==> src/verilog/asc_pkg.sv <==
// Shared constants for the actuator and spindle control register bank
package asc_pkg;
  // Register addresses
  localparam logic [7:0] ADDR_SYS_CTRL = 8'h9E;
  localparam logic [7:0] ADDR_TEST_CTRL = 8'hAE;
  localparam logic [7:0] ADDR_ACT_CTRL = 8'hBE;
  localparam logic [7:0] ADDR_REV_IDENT = 8'hFF;

  // System control field positions
  localparam int SYS_PARK_A_BIT = 0;
  localparam int SYS_PARK_B_BIT = 1;
  localparam int SYS_CALIB_BIT = 2;
  localparam int SYS_RT_A_BIT = 3;
  localparam int SYS_RT_B_BIT = 4;
  localparam int SYS_RETRACT_BIT = 5;
  localparam int SYS_DOUBLE_BIT = 6;
  localparam int SYS_ENABLE_BIT = 7;

  // Test control field positions
  localparam int TST_MONITOR_BIT = 4;
  localparam int TST_BRAKE_BIT = 5;
  localparam int TST_BOOST_DIS_BIT = 7;

  // Actuator control field positions
  localparam int ACT_CHOP_SLEW_BIT = 0;
  localparam int ACT_FORCE_HIGH_BIT = 1;
  localparam int ACT_SLEEP_BIT = 2;
  localparam int ACT_COMM_SLEW_BIT = 3;

  // Parking levels in millivolts, indexed by {sel_a, sel_b}
  localparam logic [10:0] PARK_MV_00 = 11'h2D5;
  localparam logic [10:0] PARK_MV_01 = 11'h213;
  localparam logic [10:0] PARK_MV_10 = 11'h18E;
  localparam logic [10:0] PARK_MV_11 = 11'h438;

  // Retract durations in milliseconds
  localparam int RETRACT_MS_SHORT = 160;
  localparam int RETRACT_MS_MID = 320;
  localparam int RETRACT_MS_LONG = 640;

  // Clock rate and derived cycle counts
  localparam int CLK_KHZ = 250000;
  localparam int RETRACT_CYC_SHORT = RETRACT_MS_SHORT * CLK_KHZ;
  localparam int RETRACT_CYC_MID = RETRACT_MS_MID * CLK_KHZ;
  localparam int RETRACT_CYC_LONG = RETRACT_MS_LONG * CLK_KHZ;

  // Value after reset of every control field
  localparam logic [7:0] CTRL_RESET = 8'h00;
endpackage

==> src/verilog/asc_regs.sv <==
// Actuator and spindle control register bank with retract timer
`timescale 1ns/10ps
// What this block does
// - The three control registers take writes but always read back zero.
// - The two park select bits pick 0.725, 0.531, 0.398 or 1.080 volts.
// - The retract time bits pick 320, 640, 160 or 320 ms; retract starts it.
// - The calibration bit connects the internal 2 V reference.
// - The doubling bit doubles the spindle align and energize times.
// - The enable bit switches the actuator section on or off.
// - Monitor select routes speed when one and zero crossing when zero.
// - The brake bit commands reverse brake and must clear before start-up.
// - Chop slew select gives 10 V/us at zero and 20 V/us at one.
// - Force-high drives both actuator outputs high in phase-shift mode.
// - Commutation slew select gives 30 V/us at zero and 2 V/us at one.
// - The sleep bit of the actuator register has no effect.
// - Address FFh reads the revision code and ignores writes.
module asc_regs #(
  parameter logic [7:0] REV_CODE = 8'h5A, // Arbitrary revision value
  parameter int RETRACT_SHORT_CYCLES = asc_pkg::RETRACT_CYC_SHORT,
  parameter int RETRACT_MID_CYCLES = asc_pkg::RETRACT_CYC_MID,
  parameter int RETRACT_LONG_CYCLES = asc_pkg::RETRACT_CYC_LONG
) (
  input wire logic clock_i,
  input wire logic srst_i,
  input wire logic [7:0] addr_i,
  input wire logic [7:0] wdata_i,
  input wire logic wr_i,
  input wire logic rd_i,
  output logic [7:0] rdata_o,
  input wire logic phase_shift_modulation_i,
  input wire logic spindle_speed_i,
  input wire logic spindle_zero_cross_i,
  output logic [1:0] park_level_sel_o,
  output logic [10:0] park_level_mv_o,
  output logic [1:0] retract_duration_sel_o,
  output logic retract_active_o,
  output logic calib_reference_connect_o,
  output logic startup_timing_double_o,
  output logic actuator_enable_o,
  output logic monitor_output_select_o,
  output logic spindle_monitor_pin_o,
  output logic spindle_reverse_brake_o,
  output logic spindle_start_permit_o,
  output logic boost_disable_o,
  output logic actuator_chop_slew_sel_o,
  output logic actuator_outputs_force_high_o,
  output logic commutation_slew_sel_o
);

  logic wr_sys;
  logic wr_tst;
  logic wr_act;
  logic [1:0] park_next;
  logic [1:0] rt_next;
  logic retract_cmd_reg;
  logic retract_start;
  logic [31:0] retract_len;
  logic [31:0] retract_cnt_reg;
  logic retract_active_reg;
  logic [10:0] park_mv_next;
  logic force_high_bit_reg;

  // Write decode per register
  assign wr_sys = wr_i && (addr_i == asc_pkg::ADDR_SYS_CTRL);
  assign wr_tst = wr_i && (addr_i == asc_pkg::ADDR_TEST_CTRL);
  assign wr_act = wr_i && (addr_i == asc_pkg::ADDR_ACT_CTRL);

  // Field extraction from the system control write data
  assign park_next = {wdata_i[asc_pkg::SYS_PARK_A_BIT],
                      wdata_i[asc_pkg::SYS_PARK_B_BIT]};
  assign rt_next = {wdata_i[asc_pkg::SYS_RT_A_BIT],
                    wdata_i[asc_pkg::SYS_RT_B_BIT]};

  // Read port: only the identity register returns data
  always_ff @(posedge clock_i) begin
    if (srst_i) begin
      rdata_o <= 8'h00;
    end else if (rd_i && addr_i == asc_pkg::ADDR_REV_IDENT) begin
      rdata_o <= REV_CODE;
    end else begin
      rdata_o <= 8'h00;
    end
  end

  // Parking level lookup in millivolts
  always_comb begin
    unique case (park_next)
      2'b00: park_mv_next = asc_pkg::PARK_MV_00;
      2'b01: park_mv_next = asc_pkg::PARK_MV_01;
      2'b10: park_mv_next = asc_pkg::PARK_MV_10;
      2'b11: park_mv_next = asc_pkg::PARK_MV_11;
    endcase
  end

  // System control fields
  always_ff @(posedge clock_i) begin
    if (srst_i) begin
      park_level_sel_o <= 2'b00;
      park_level_mv_o <= asc_pkg::PARK_MV_00;
      retract_duration_sel_o <= 2'b00;
      retract_cmd_reg <= 1'b0;
      calib_reference_connect_o <= 1'b0;
      startup_timing_double_o <= 1'b0;
      actuator_enable_o <= 1'b0;
    end else if (wr_sys) begin
      park_level_sel_o <= park_next;
      park_level_mv_o <= park_mv_next;
      retract_duration_sel_o <= rt_next;
      retract_cmd_reg <= wdata_i[asc_pkg::SYS_RETRACT_BIT];
      calib_reference_connect_o <= wdata_i[asc_pkg::SYS_CALIB_BIT];
      startup_timing_double_o <= wdata_i[asc_pkg::SYS_DOUBLE_BIT];
      actuator_enable_o <= wdata_i[asc_pkg::SYS_ENABLE_BIT];
    end
  end

  // Retract starts when the command bit is newly written to one
  assign retract_start = wr_sys && wdata_i[asc_pkg::SYS_RETRACT_BIT] &&
                         !retract_cmd_reg;

  // Retract length chosen from the select bits being written
  always_comb begin
    unique case (rt_next)
      2'b00: retract_len = RETRACT_MID_CYCLES;
      2'b01: retract_len = RETRACT_LONG_CYCLES;
      2'b10: retract_len = RETRACT_SHORT_CYCLES;
      2'b11: retract_len = RETRACT_MID_CYCLES;
    endcase
  end

  // Retract timer: active for exactly the selected number of cycles
  always_ff @(posedge clock_i) begin
    if (srst_i) begin
      retract_cnt_reg <= 32'h0000_0000;
      retract_active_reg <= 1'b0;
    end else if (retract_start) begin
      retract_cnt_reg <= retract_len - 32'h0000_0001;
      retract_active_reg <= 1'b1;
    end else if (retract_active_reg) begin
      if (retract_cnt_reg == 32'h0000_0000) begin
        retract_active_reg <= 1'b0;
      end else begin
        retract_cnt_reg <= retract_cnt_reg - 32'h0000_0001;
      end
    end
  end

  assign retract_active_o = retract_active_reg;

  // Test control fields; unused bits are not stored
  always_ff @(posedge clock_i) begin
    if (srst_i) begin
      monitor_output_select_o <= 1'b0;
      spindle_reverse_brake_o <= 1'b0;
      spindle_start_permit_o <= 1'b1;
      boost_disable_o <= 1'b0;
    end else if (wr_tst) begin
      monitor_output_select_o <= wdata_i[asc_pkg::TST_MONITOR_BIT];
      spindle_reverse_brake_o <= wdata_i[asc_pkg::TST_BRAKE_BIT];
      spindle_start_permit_o <= !wdata_i[asc_pkg::TST_BRAKE_BIT];
      boost_disable_o <= wdata_i[asc_pkg::TST_BOOST_DIS_BIT];
    end
  end

  // Monitor pin mux, registered
  always_ff @(posedge clock_i) begin
    if (srst_i) begin
      spindle_monitor_pin_o <= 1'b0;
    end else if (monitor_output_select_o) begin
      spindle_monitor_pin_o <= spindle_speed_i;
    end else begin
      spindle_monitor_pin_o <= spindle_zero_cross_i;
    end
  end

  // Actuator control fields; sleep and unused bits are dropped
  always_ff @(posedge clock_i) begin
    if (srst_i) begin
      actuator_chop_slew_sel_o <= 1'b0;
      force_high_bit_reg <= 1'b0;
      commutation_slew_sel_o <= 1'b0;
    end else if (wr_act) begin
      actuator_chop_slew_sel_o <= wdata_i[asc_pkg::ACT_CHOP_SLEW_BIT];
      force_high_bit_reg <= wdata_i[asc_pkg::ACT_FORCE_HIGH_BIT];
      commutation_slew_sel_o <= wdata_i[asc_pkg::ACT_COMM_SLEW_BIT];
    end
  end

  // Force-high only takes effect in phase-shift modulation mode
  always_ff @(posedge clock_i) begin
    if (srst_i) begin
      actuator_outputs_force_high_o <= 1'b0;
    end else begin
      actuator_outputs_force_high_o <= force_high_bit_reg &&
                                       phase_shift_modulation_i;
    end
  end

  // Reads of write-only or unmapped addresses return zero
  chk_read_zero_wo: assert property (
    @(posedge clock_i) disable iff (srst_i)
    (rd_i && addr_i != asc_pkg::ADDR_REV_IDENT) |=> (rdata_o == 8'h00))
    else $error("read of non-identity address returned data");

  // Identity read returns the revision code for one cycle only
  chk_ident_read_code: assert property (
    @(posedge clock_i) disable iff (srst_i)
    (rd_i && addr_i == asc_pkg::ADDR_REV_IDENT) |=>
    (rdata_o == REV_CODE) ##1 (rdata_o == 8'h00 || $past(rd_i)))
    else $error("identity read data wrong");

  // Writing the identity address changes no control output
  chk_ident_write_none: assert property (
    @(posedge clock_i) disable iff (srst_i)
    (wr_i && addr_i == asc_pkg::ADDR_REV_IDENT) |=>
    ($stable(park_level_sel_o) && $stable(actuator_enable_o) &&
     $stable(spindle_reverse_brake_o) && $stable(commutation_slew_sel_o)))
    else $error("identity write changed a control field");

  // Parking level follows its lookup table
  chk_park_level_map: assert property (
    @(posedge clock_i) disable iff (srst_i)
    wr_sys |=>
    (park_level_mv_o == ($past(park_next) == 2'b00 ? asc_pkg::PARK_MV_00 :
                         $past(park_next) == 2'b01 ? asc_pkg::PARK_MV_01 :
                         $past(park_next) == 2'b10 ? asc_pkg::PARK_MV_10 :
                         asc_pkg::PARK_MV_11)))
    else $error("parking level does not match select");

  // A fresh retract command raises retract active next cycle
  chk_retract_starts: assert property (
    @(posedge clock_i) disable iff (srst_i)
    retract_start |=> (retract_active_o &&
                       retract_cnt_reg == $past(retract_len) - 32'h1))
    else $error("retract did not start with the selected length");

  // Retract ends only when its count has run out
  chk_retract_ends: assert property (
    @(posedge clock_i) disable iff (srst_i)
    $fell(retract_active_o) |->
    ($past(retract_cnt_reg) == 32'h0000_0000 && !$past(retract_start)))
    else $error("retract ended before its duration");

  // Retract counter keeps moving while active
  chk_retract_counts: assert property (
    @(posedge clock_i) disable iff (srst_i)
    (retract_active_o && !retract_start && retract_cnt_reg != 32'h0) |=>
    (retract_active_o && retract_cnt_reg == $past(retract_cnt_reg) - 32'h1))
    else $error("retract counter stalled");

  // System control enables follow the written bits
  chk_sys_bits_follow: assert property (
    @(posedge clock_i) disable iff (srst_i)
    wr_sys |=>
    (calib_reference_connect_o == $past(wdata_i[asc_pkg::SYS_CALIB_BIT]) &&
     startup_timing_double_o == $past(wdata_i[asc_pkg::SYS_DOUBLE_BIT]) &&
     actuator_enable_o == $past(wdata_i[asc_pkg::SYS_ENABLE_BIT])))
    else $error("system control field not taken");

  // Actuator enable holds between writes
  chk_enable_holds: assert property (
    @(posedge clock_i) disable iff (srst_i)
    !wr_sys |=> $stable(actuator_enable_o) && $stable(startup_timing_double_o))
    else $error("actuator enable changed without a write");

  // Monitor pin carries the selected spindle signal
  chk_monitor_mux: assert property (
    @(posedge clock_i) disable iff (srst_i)
    1'b1 |=> (spindle_monitor_pin_o == ($past(monitor_output_select_o) ?
              $past(spindle_speed_i) : $past(spindle_zero_cross_i))))
    else $error("monitor pin carries the wrong signal");

  // Start-up is permitted exactly when reverse brake is off
  chk_brake_permit: assert property (
    @(posedge clock_i) disable iff (srst_i)
    spindle_start_permit_o == !spindle_reverse_brake_o)
    else $error("start permit disagrees with reverse brake");

  // Force-high only in phase-shift modulation mode
  chk_force_high_psm: assert property (
    @(posedge clock_i) disable iff (srst_i)
    actuator_outputs_force_high_o |->
    ($past(phase_shift_modulation_i) && $past(force_high_bit_reg)))
    else $error("outputs forced high outside phase-shift mode");

  // Slew selects follow the actuator control write
  chk_slew_selects: assert property (
    @(posedge clock_i) disable iff (srst_i)
    wr_act |=>
    (actuator_chop_slew_sel_o == $past(wdata_i[asc_pkg::ACT_CHOP_SLEW_BIT]) &&
     commutation_slew_sel_o == $past(wdata_i[asc_pkg::ACT_COMM_SLEW_BIT])))
    else $error("slew select not taken");

  // Sleep and unused bits have no effect on any output
  chk_sleep_ignored: assert property (
    @(posedge clock_i) disable iff (srst_i)
    (wr_act && (wdata_i & 8'h0B) == {4'h0, commutation_slew_sel_o, 1'b0,
                                     force_high_bit_reg,
                                     actuator_chop_slew_sel_o}) |=>
    ($stable(actuator_chop_slew_sel_o) && $stable(commutation_slew_sel_o) &&
     $stable(force_high_bit_reg)))
    else $error("ignored actuator bit changed state");

  // Retract time select follows the system control write
  chk_retract_sel_map: assert property (
    @(posedge clock_i) disable iff (srst_i)
    wr_sys |=>
    (retract_duration_sel_o == {$past(wdata_i[asc_pkg::SYS_RT_A_BIT]),
                                $past(wdata_i[asc_pkg::SYS_RT_B_BIT])}))
    else $error("retract time select not taken");

  // Test control fields follow the written bits
  chk_test_bits_follow: assert property (
    @(posedge clock_i) disable iff (srst_i)
    wr_tst |=>
    (monitor_output_select_o == $past(wdata_i[asc_pkg::TST_MONITOR_BIT]) &&
     spindle_reverse_brake_o == $past(wdata_i[asc_pkg::TST_BRAKE_BIT]) &&
     boost_disable_o == $past(wdata_i[asc_pkg::TST_BOOST_DIS_BIT])))
    else $error("test control field not taken");

  // Brake, monitor select and boost hold between writes
  chk_brake_holds: assert property (
    @(posedge clock_i) disable iff (srst_i)
    !wr_tst |=>
    ($stable(spindle_reverse_brake_o) && $stable(monitor_output_select_o) &&
     $stable(boost_disable_o)))
    else $error("test control field changed without a write");

  // Slew selects hold between actuator control writes
  chk_slew_holds: assert property (
    @(posedge clock_i) disable iff (srst_i)
    !wr_act |=>
    ($stable(actuator_chop_slew_sel_o) && $stable(commutation_slew_sel_o)))
    else $error("slew select changed without a write");

  // Stored force-high bit in phase-shift mode drives the outputs high
  chk_force_high_on: assert property (
    @(posedge clock_i) disable iff (srst_i)
    (force_high_bit_reg && phase_shift_modulation_i) |=>
    actuator_outputs_force_high_o)
    else $error("outputs not forced high in phase-shift mode");

  // Reset leaves the actuator off, no retract and start-up permitted
  chk_reset_clears: assert property (
    @(posedge clock_i)
    srst_i |=> (spindle_start_permit_o && !spindle_reverse_brake_o &&
                !actuator_enable_o && !retract_active_o && rdata_o == 8'h00))
    else $error("outputs not cleared by reset");

endmodule

==> config.mk <==
export PLATFORM = sky130hd
export DESIGN_NAME = asc_regs
export DESIGN_NICKNAME = d
export VERILOG_FILES = /design/src/verilog/asc_pkg.sv /design/src/verilog/asc_regs.sv
export SDC_FILE = /design/constraint.sdc
export NUM_CORES = 1
export LEC_CHECK = 0
export ABC_AREA = 0
export BUFFER_PORTS_ARGS = -buffer_cell sky130_fd_sc_hd__buf_2
export CAP_MARGIN = 20
export CORE_MARGIN = 1
export CORE_UTILIZATION = 50
export CTS_CLUSTER_DIAMETER = 150
export CTS_CLUSTER_SIZE = 40
export DETAILED_ROUTE_END_ITERATION = 10
export MAX_ROUTING_LAYER = met4
export PLACE_DENSITY_LB_ADDON = 0.15
export RECOVER_POWER = 25
export SLEW_MARGIN = 20
export SYNTH_ARGS = -nofsm -noshare
export SYNTH_HDL_FRONTEND = slang
export SYNTH_SLANG_ARGS = --single-unit
export TNS_END_PERCENT = 1
==> constraint.sdc <==
create_clock -name clock_i -period 3.38 [get_ports clock_i]
set_input_delay 0 -clock clock_i [delete_from_list [all_inputs] [get_ports clock_i]]
set_output_delay 0 -clock clock_i [all_outputs]
set_load 0.05 [all_outputs]
### Word level (Yosys, flattened, before mapping)

Cells that the tools add are included.

* flip-flop bits (word level): 69
* input port bits: 23
* output and inout bits: 35
* logic and storage cells: 57

* add/sub/neg operators: 2
* equal/unequal tests: 11
* muxes and demuxes: 10
* reduce and logical (&&, ||, !) cells: 15

Operators by type and width (count)
* 2-to-1 mux 32 bit: 3
* case mux 32 bit (3 select lines): 1
* subtractor 32 x 1 -> 32 bit, second input constant: 2
* case mux 11 bit (4 select lines): 1
* == test 8 bit, second input constant: 4
* logical NOT 32 bit: 1
* == test 2 bit, second input constant: 4
* logical AND 1 bit: 7
* 2-to-1 mux 7 bit: 1
* == test 2 x 1 -> 1 bit, second input constant: 2
* logical NOT 2 bit: 2
* 2-to-1 mux 1 bit: 4
* logical NOT 1 bit: 2
* != test 2 bit, second input constant: 1
* AND reduction 2 bit: 1
* nonzero test 2 bit: 1
* OR reduction 2 bit: 1

### Depth between registers and ports, before layout

Gate-level depths: netlist of run 1.

* depth in word-level cells: 6
* gate-level depth with buffers: 12
* mapped depth without buffers: 9

### Worst setup path before layout of run 1

OpenSTA, ideal clock, no wires.

* path kind: register -> register
* start point: register retract_cmd_reg
* end point: register retract_cnt_reg[24]
* setup time: 0.132 ns
* data arrival time: 2.214 ns
* required time: 3.248 ns
* setup slack: 1.034 ns
* cell stages (with the launch flop): 13
* path buffers: 3
* clock period less this slack: 2.346 ns
* path through: dfxtp_1 -> nor3b_1 -> nand3_1 -> clkbuf_1 -> clkbuf_1 -> nand2_1 -> ha_1 -> and3_1 -> o311ai_4 -> buf_4 -> nor3_1 -> xnor2_1 -> a21oi_1

* cells in the longest elaborated chain, start to end: 4
* elaborated cells on any way between the ends: 6
* those cells by class: 1 x eq/ne; 1 x mux; 4 x reduce/logical

Ends and longest elaborated chain
* start: declaration: RTL line asc_regs.sv:55 `logic retract_cmd_reg;`
* start signal: assignment: RTL line asc_regs.sv:109 `retract_cmd_reg <= wdata_i[asc_pkg::SYS_RETRACT_BIT];`
* logical NOT 1 bit (*): RTL line asc_regs.sv:118 `!retract_cmd_reg;`
* logical AND 1 bit (*): RTL line asc_regs.sv:117 `assign retract_start = wr_sys && wdata_i[asc_pkg::SYS_RETRACT_BIT] &&`
* != test 2 bit (no source line) / nonzero test 2 bit (equally long branches)
* AND reduction 2 bit (no source line)
* end signal: assignment: RTL line asc_regs.sv:136 `retract_cnt_reg <= retract_len - 32'h0000_0001;`
* end signal: assignment: RTL line asc_regs.sv:142 `retract_cnt_reg <= retract_cnt_reg - 32'h0000_0001;`
* end: declaration: RTL line asc_regs.sv:58 `logic [31:0] retract_cnt_reg;`

Mark *: on every way between the ends. The rest lies on a longest branch, timed or not.
A chain may end at the register's enable or synchronous reset.

### Worst setup path in the final report of run 1

* start point: register retract_cnt_reg[22]
* end point: register retract_cnt_reg[7]

* cells in the longest elaborated chain, start to end: 3

Ends and longest elaborated chain
* logical NOT 32 bit: RTL line asc_regs.sv:139 `if (retract_cnt_reg == 32'h0000_0000) begin`
* != test 2 bit (no source line)
* AND reduction 2 bit (no source line)

No other way between the ends.

==> results of run 1 <==
per-stage QoR:
stage,instance area [um2],cells,setup slack [ns]
after floorplan,2979,351,1.034
after global placement,3187,450,0.7909
final,3495,480,0.6203
after global routing,3495,480,0.4242
after detailed placement,3187,450,0.7040
after CTS,3522,480,0.7020
cell usage after synthesis (4+ instances only):
library cell and instances:
a221oi_1 6, nand3_1 7, ha_1 9, buf_4 11, o21bai_1 5, a21oi_1 38, nor3_1 25, clkbuf_1 15
nor2_1 30, nor4_1 5, or3_1 8, o21ai_0 7, xnor2_1 23, inv_1 5, nand4_1 4, nand2_1 40
nand2b_1 5, dfxtp_1 59
layout make-up:
cell class,count,area share (%)
Inverter,5,0.5371
Sequential cell,59,33.80
Clock buffer,12,4.153
Clock inverter,4,1.432
Multi-Input combinational cell,258,46.04
Tap cell,72,2.578
Timing Repair Buffer,70,11.46
cell families (layout without fill, tap and decap cells):
kind of cell	Yosys count	count (layout)	synth area share [%]
buf+inv	34	91	6.534
fa+ha+maj	9	9	3.794
xor+xnor	24	24	7.083
mux	3	3	1.012
simple gates	146	146	25.55
other cells	1	4	0.1264
compound gates	72	72	16.11
flops	59	59	39.80
layer usage:
layer	vias to the layer above	part of all wire (%)	track usage (%)
li1	1332	-	-
met1	1238	45	30.47
met2	65	49	40.86
met3	10	4.5	6.552
met4	0	1.4	8.000
met5	-	0	-
timing repair:
item                                   CTS  global route
setup endpoints to repair                0             0
hold buffers                            14             0
endpoints found under the hold margin   14             0
gates resized for setup                  0             0
report_power, final:
group	internal [uW]	switching (uW)	leakage, uW
logic	32.2	52.0	0.000797
clock network	360	271	0.0000926
registers	697	0.808	0.000475
total	1090	324	0.00136
worst max-delay path: cells and delay by family (launching register included):
family	cells	cell delay, ns
simple gates	3	1.18
xor+xnor	1	0.15
buf+inv	1	0.27
flops	1	0.34
compound gates	2	0.60
layout by cell type, fill, tap and decap left out, drive strengths merged, types with 2 or more instances in the layout:
cell type and instances:
ha 9, o31a 2, dlygate4sd3 14, dfxtp 59, inv 5, conb 4
o21ai 7, nor4 6, nor2 30, and4bb 2, or3 9, mux2i 3
and3 3, or4 5, a21oi 38, xnor2 23, nand2 40, clkinvlp 2
a221oi 6, nand3 7, buf 34, o21bai 5, a31oi 3, o311ai 2
nand2b 5, clkbuf 34, nand4 4, nor3 25, nor4b 2, nand3b 3
final timing paths:
| kind | to | slack (ns) |
|---|---|---|
| max reg2reg | retract_cnt_reg[7]$_SDFFE_PP0P_ | 0.62 |
| min | spindle_reverse_brake_o$_SDFFE_PP0P_ | 0.07 |
| min reg2reg | actuator_outputs_force_high_o$_SDFF_PP0_ | 0.43 |
| max | retract_cnt_reg[7]$_SDFFE_PP0P_ | 0.62 |
==> summary.txt, run 1 <==
Outcome
  • Status: finished, violations left
  • Violated checks: max-capacitance violations, max-slew violations

STA
  • Setup TNS Final: 0 ns
  • RSZ-0062 raised after global routing: no
  • Clock Skew: approximately 0.0090 ns
  • # setup viols final: 0
  • Maximum clock rate: 362.4 MHz
  • Final period util: a little over 80%
  • Hold Violations, Final: 0
  • Final hold slack: approximately 0.075 ns
  • Max Slew Vio Count: 53
  • Relative slew slack: -50.66%
  • Worst slew pin tran: 2.260 ns
  • Post-layout min period: about 2.8 ns

Synth
  • Post-synth top flop: dfxtp_1
  • Async SR Flop Fraction: 0%
  • Top-area cell type share of the netlist area: between 30% and 40%
  • Main area contributors after synthesis: dfxtp_1, xnor2_1, a21oi_1
  • Synth warnings: 0
  • Cells after Synth: between 300 and 400
  • Syn Std Cell Area: ~0.0030 mm2
  • Distinct cells, synth: 50
  • Seq/Total Area, Yosys: approximately two fifths
  • EDFF count, synth: 0
  • Yosys top cell by area: dfxtp_1
  • #FFs+latches synth: 59
  • Synth Area per Inst: approximately 8.5 um2

Clock network
  • Num CTS Buffers: 9
  • Clock Path Buffers: 2
  • Reg clk slew, reported paths: roughly 0.070 ns
  • CTS Root Cell: clkbuf_8
  • CTS tree: yes
  • CTS H-Tree Depth: 3
  • CTS Sinks: just under 60
  • Clk_lat worst skew: around 0.34 ns
  • Post-CTS Setup Bufs: 0

Place
  • RD Place Congestion: ~0.81
  • IO buf count: 53
  • Dpl hpwl: 4.471 mm

Cells and area
  • Nets: around 440
  • Number of flip-flops under the largest register name: 32
  • # fillers: about 530
  • Fin util: 62.32%
  • Storage element area: ~0.0012 mm2
  • Area of the multi-input gates: approximately 0.0016 mm2
  • Area Overhead vs Synth: 17.75%
  • # diodes: 0
  • Share of layout cells above drive strength 1: between 10 and 15%

Critical path
  • Slowest stage cell on the critical path: or4_4
  • Crit-path max FO: 12
  • Critical path class: flop to flop
  • Worst path required time: approximately 3.5 ns
  • Crit path arrival time: 2.87 ns
  • Startpoint types: flop
  • Worst setup EP type: flop
  • CP startpoint: retract_cnt_reg[22]$_SDFFE_PP0P_
  • Worst r2r src: retract_cnt_reg[22]$_SDFFE_PP0P_
  • FF-to-FF path depth: 7
  • Crit-path cells: or4_4 -> or4_4 -> o31ai_4 -> buf_4 -> nor3_1 -> xnor2_1 -> a21oi_1
  • Slowest stage delay, CP: between 0.5 and 0.6 ns
  • Most used cell, CP: or4_4

Floorplan
  • Initial core utilization: 52.92%
  • Io pins: 58
  • Die Footprint: roughly 0.0062 mm2
  • Die width: 79.05 um
  • Core area: between 0.005 and 0.006 mm2
  • Row count: 27
  • Die height: 79.05 um

Drt
  • Vias: approximately 2.6k
  • DRC: 0
  • Final wirelength: roughly 6.8 mm
  • DRT Pass-1 Iters: 4
  • Final antenna-violating net count: 0
  • First DRT Iteration DRCs: around 150
  • Drt via density: ~5.5
  • Wirelength per Cell: around 14 um

Power
  • Static Leakage: approximately 0.0014 uW
  • P per Cell Area: 404.1 mW/mm2
  • Worst VDD drop: between 0.0003 and 0.0004 V
  • Pwr Total: about 1400 uW

Hold path
  • Min-delay src: addr_i[4]
  • Hold path cells: 4
  • Hold Crit Class: input pin to flop

GRT
  • First-pass GRT wire length: 12.04 mm
  • Largest net degree at the start of global routing: between 50 and 60
  • Initial antenna violation count: 0
  • Vias in the first global route: about 2.6k
  • Global-route usage over all layers: between 20% and 30%
  • GRT Residual Overflow: 0

Flow run
  • Max Cap Viol: 1
Note: power is estimated with default switching activity, not from simulation.
==> run 2: changes to the inputs <==
==> constraint.sdc (replaced) <==
create_clock -name clock_i -period 2.28 [get_ports clock_i]
set_input_delay 0 -clock clock_i [delete_from_list [all_inputs] [get_ports clock_i]]
set_output_delay 0 -clock clock_i [all_outputs]
set_load 0.05 [all_outputs]
==> summary.txt, run 2 (synthesis results as in run 1) <==
Outcome
  • Status: finished, violations left
  • Violated checks: negative setup slack

GRT
  • Met1 usage: 30.03% (-0.44 points)
  • Largest net degree at the start of global routing: 30 (-43%)
  • GRT Residual Overflow: 0 (unchanged)
  • GR Util met3: 6.897% (+0.34 points)
  • First-pass GRT wire length: 11.80 mm (-2.0%)
  • Initial antenna violation count: 0 (unchanged)
  • Global-route usage over all layers: 25.06% (-0.11 points)
  • Grt peak-use layer: met2
  • GR Util met2: 40.52% (-0.34 points)
  • Vias in the first global route: 2,575 (-1.6%)

STA
  • Relative slew slack: 58.84% (+110 points)
  • Max Slew Vio Count: 0 (-100%)
  • RSZ-0062 raised after global routing: yes
  • Setup TNS Final: -1.621 ns (-1.621 ns)
  • Final period util: 105.4% (+24 points)
  • Maximum clock rate: 416.3 MHz (+15%)
  • Final hold slack: 0.1178 ns (+0.04301 ns)
  • # setup viols final: 23 (+23)
  • Post-layout min period: 2.402 ns (-0.3573 ns)
  • Fin worst setup slack: -0.1224 ns (-0.7427 ns)
  • Hold Violations, Final: 0 (unchanged)
  • Worst slew pin tran: 0.6201 ns (-1.640 ns)
  • Clock Skew: 0.004107 ns (-0.004917 ns)

Place
  • RD Place Congestion: 0.8368 (+3.7%)
  • Dpl hpwl: 4.772 mm (+6.7%)
  • Dpl cells: 477 (+6.0%)
  • IO buf count: 53 (unchanged)

Floorplan
  • Die height: 79.05 um (unchanged)
  • Row count: 27 (unchanged)
  • Die width: 79.05 um (unchanged)
  • Core area: 0.005608 mm2 (unchanged)
  • Die Footprint: 0.006248 mm2 (unchanged)
  • Initial core utilization: 52.92% (unchanged)
  • Io pins: 58 (unchanged)

Drt
  • DRT Pass-1 Iters: 4 (unchanged)
  • Wirelength per Cell: 14.28 um (+0.26%)
  • Drt via density: 5.442 (-1.2%)
  • Vias: 2,759 (+4.3%)
  • Final wirelength: 7.240 mm (+5.9%)
  • DRC: 0 (unchanged)
  • Final antenna-violating net count: 0 (unchanged)
  • First DRT Iteration DRCs: 150 (-0.66%)

Hold path
  • Hold Crit Class: input pin to flop

Cells and area
  • Finished Layout Cells: 507 (+5.6%)
  • # fillers: 474 (-10%)
  • # diodes: 0 (unchanged)
  • Area Overhead vs Synth: 27.07%
  • Nets: 462 (+6.2%)
  • Share of layout cells above drive strength 1: 25.06% (+11 points)
  • Number of flip-flops under the largest register name: 32 (unchanged)
  • Commonest non-fill, non-tap cell in the layout: dfxtp_1
  • Commonest cells after routing, fill and taps aside: dfxtp_1, buf_2, nand2_1
  • Fin util: 67.25% (+4.9 points)

Critical path
  • Worst setup EP type: flop
  • Startpoint types: flop
  • Crit path arrival time: 2.65 ns (-0.22 ns)
  • Critical path class: flop to flop
  • Crit-path max FO: 6 (-6)
  • Worst path required time: 2.53 ns (-0.96 ns)

Clock network
  • Clock Path Buffers: 2 (unchanged)
  • CTS H-Tree Depth: 3 (unchanged)
  • CTS Sinks: 59 (unchanged)
  • CTS Root Cell: clkbuf_8
  • CTS tree: yes
  • Reg clk slew, reported paths: 0.07 ns (about the same)
  • Num CTS Buffers: 9 (unchanged)
  • Clk_lat worst skew: 0.34 ns (about the same)

Flow run
  • Max Cap Viol: 0 (-1)

Power
  • Worst VDD drop: 0.0004232 V (+37%)
  • Static Leakage: 0.001547 uW (+13%)
  • P per Cell Area: 558.1 mW/mm2 (+38%)
[run 2: cell count changes in the layout (fill, tap and decap cells not counted), sizes merged]
cell and change:
clkinv +3, dlygate4sd3 -1, buf +39, clkbuf -14
[run 2: critical path, stage by stage, from the launching register on]
cell	delay [ns]
dfxtp_1	0.31
or4_1	0.53
or4_4	0.55
o311ai_4	0.31
buf_6	0.18
nor2_2	0.04
xnor2_1	0.11
a221oi_1	0.28
[run 2: routing by layer]
| metal | vias to the layer above | part of all wire (%) | wire length [um] |
|---|---|---|---|
| li1 | 1385 | - | - |
| met1 | 1318 | 47 | 3385 |
| met2 | 47 | 48 | 3486 |
| met3 | 9 | 3.8 | 277 |
| met4 | 0 | 1.3 | 91 |
| met5 | - | 0 | 0 |
[run 2: cell type report]
type / count / area, um2 / share of cell area, %
Timing Repair Buffer: 97 / 623.1 / 16.52
Sequential cell: 59 / 1181 / 31.32
Clock inverter: 7 / 68.82 / 1.825
Multi-Input combinational cell: 258 / 1665 / 44.16
Clock buffer: 9 / 123.9 / 3.285
Tap cell: 72 / 90.09 / 2.389
Inverter: 5 / 18.77 / 0.4977
[run 2: worst paths after layout]
path / cells past startpoint / slack (ns) / to / startpoint
setup / recovery: 7 / -0.12 / retract_cnt_reg[10]$_SDFFE_PP0P_ / retract_cnt_reg[31]$_SDFFE_PP0P_
hold / removal: 2 / 0.12 / commutation_slew_sel_o$_SDFFE_PP0P_ / srst_i
setup reg to reg: 7 / -0.12 / retract_cnt_reg[10]$_SDFFE_PP0P_ / retract_cnt_reg[31]$_SDFFE_PP0P_
hold reg to reg: 2 / 0.43 / actuator_outputs_force_high_o$_SDFF_PP0_ / force_high_bit_reg$_SDFFE_PP0P_
[run 2: power by group]
group          leakage [uW]  switching [uW]  total [uW]  internal (uW)
registers          0.000475            1.21        1030           1030
clock network     0.0000950             440         940            499
logic              0.000976            80.0         132           51.6
[run 2: metrics by stage]
stage               total power [uW]  instance area (um2)  worst slack (ns)
floorplan                       1131                 2984         -0.006045
global placement                1169                 3390          -0.04634
detailed placement              1170                 3390           -0.1032
CTS                             2128                 3732           -0.1067
global route                    2181                 3771           -0.2087
finish                          2105                 3771           -0.1224
[run 2: timing repair]
| action | CTS | global route |
|---|---|---|
| gates resized for setup | 4 | 11 |
| pin swaps | 5 | 9 |
| setup buffers | 0 | 1 |
| gates cloned | 0 | 0 |
| setup endpoints to repair | 26 | 31 |
| endpoints found under the hold margin | 14 | 0 |
| hold buffers | 13 | 0 |
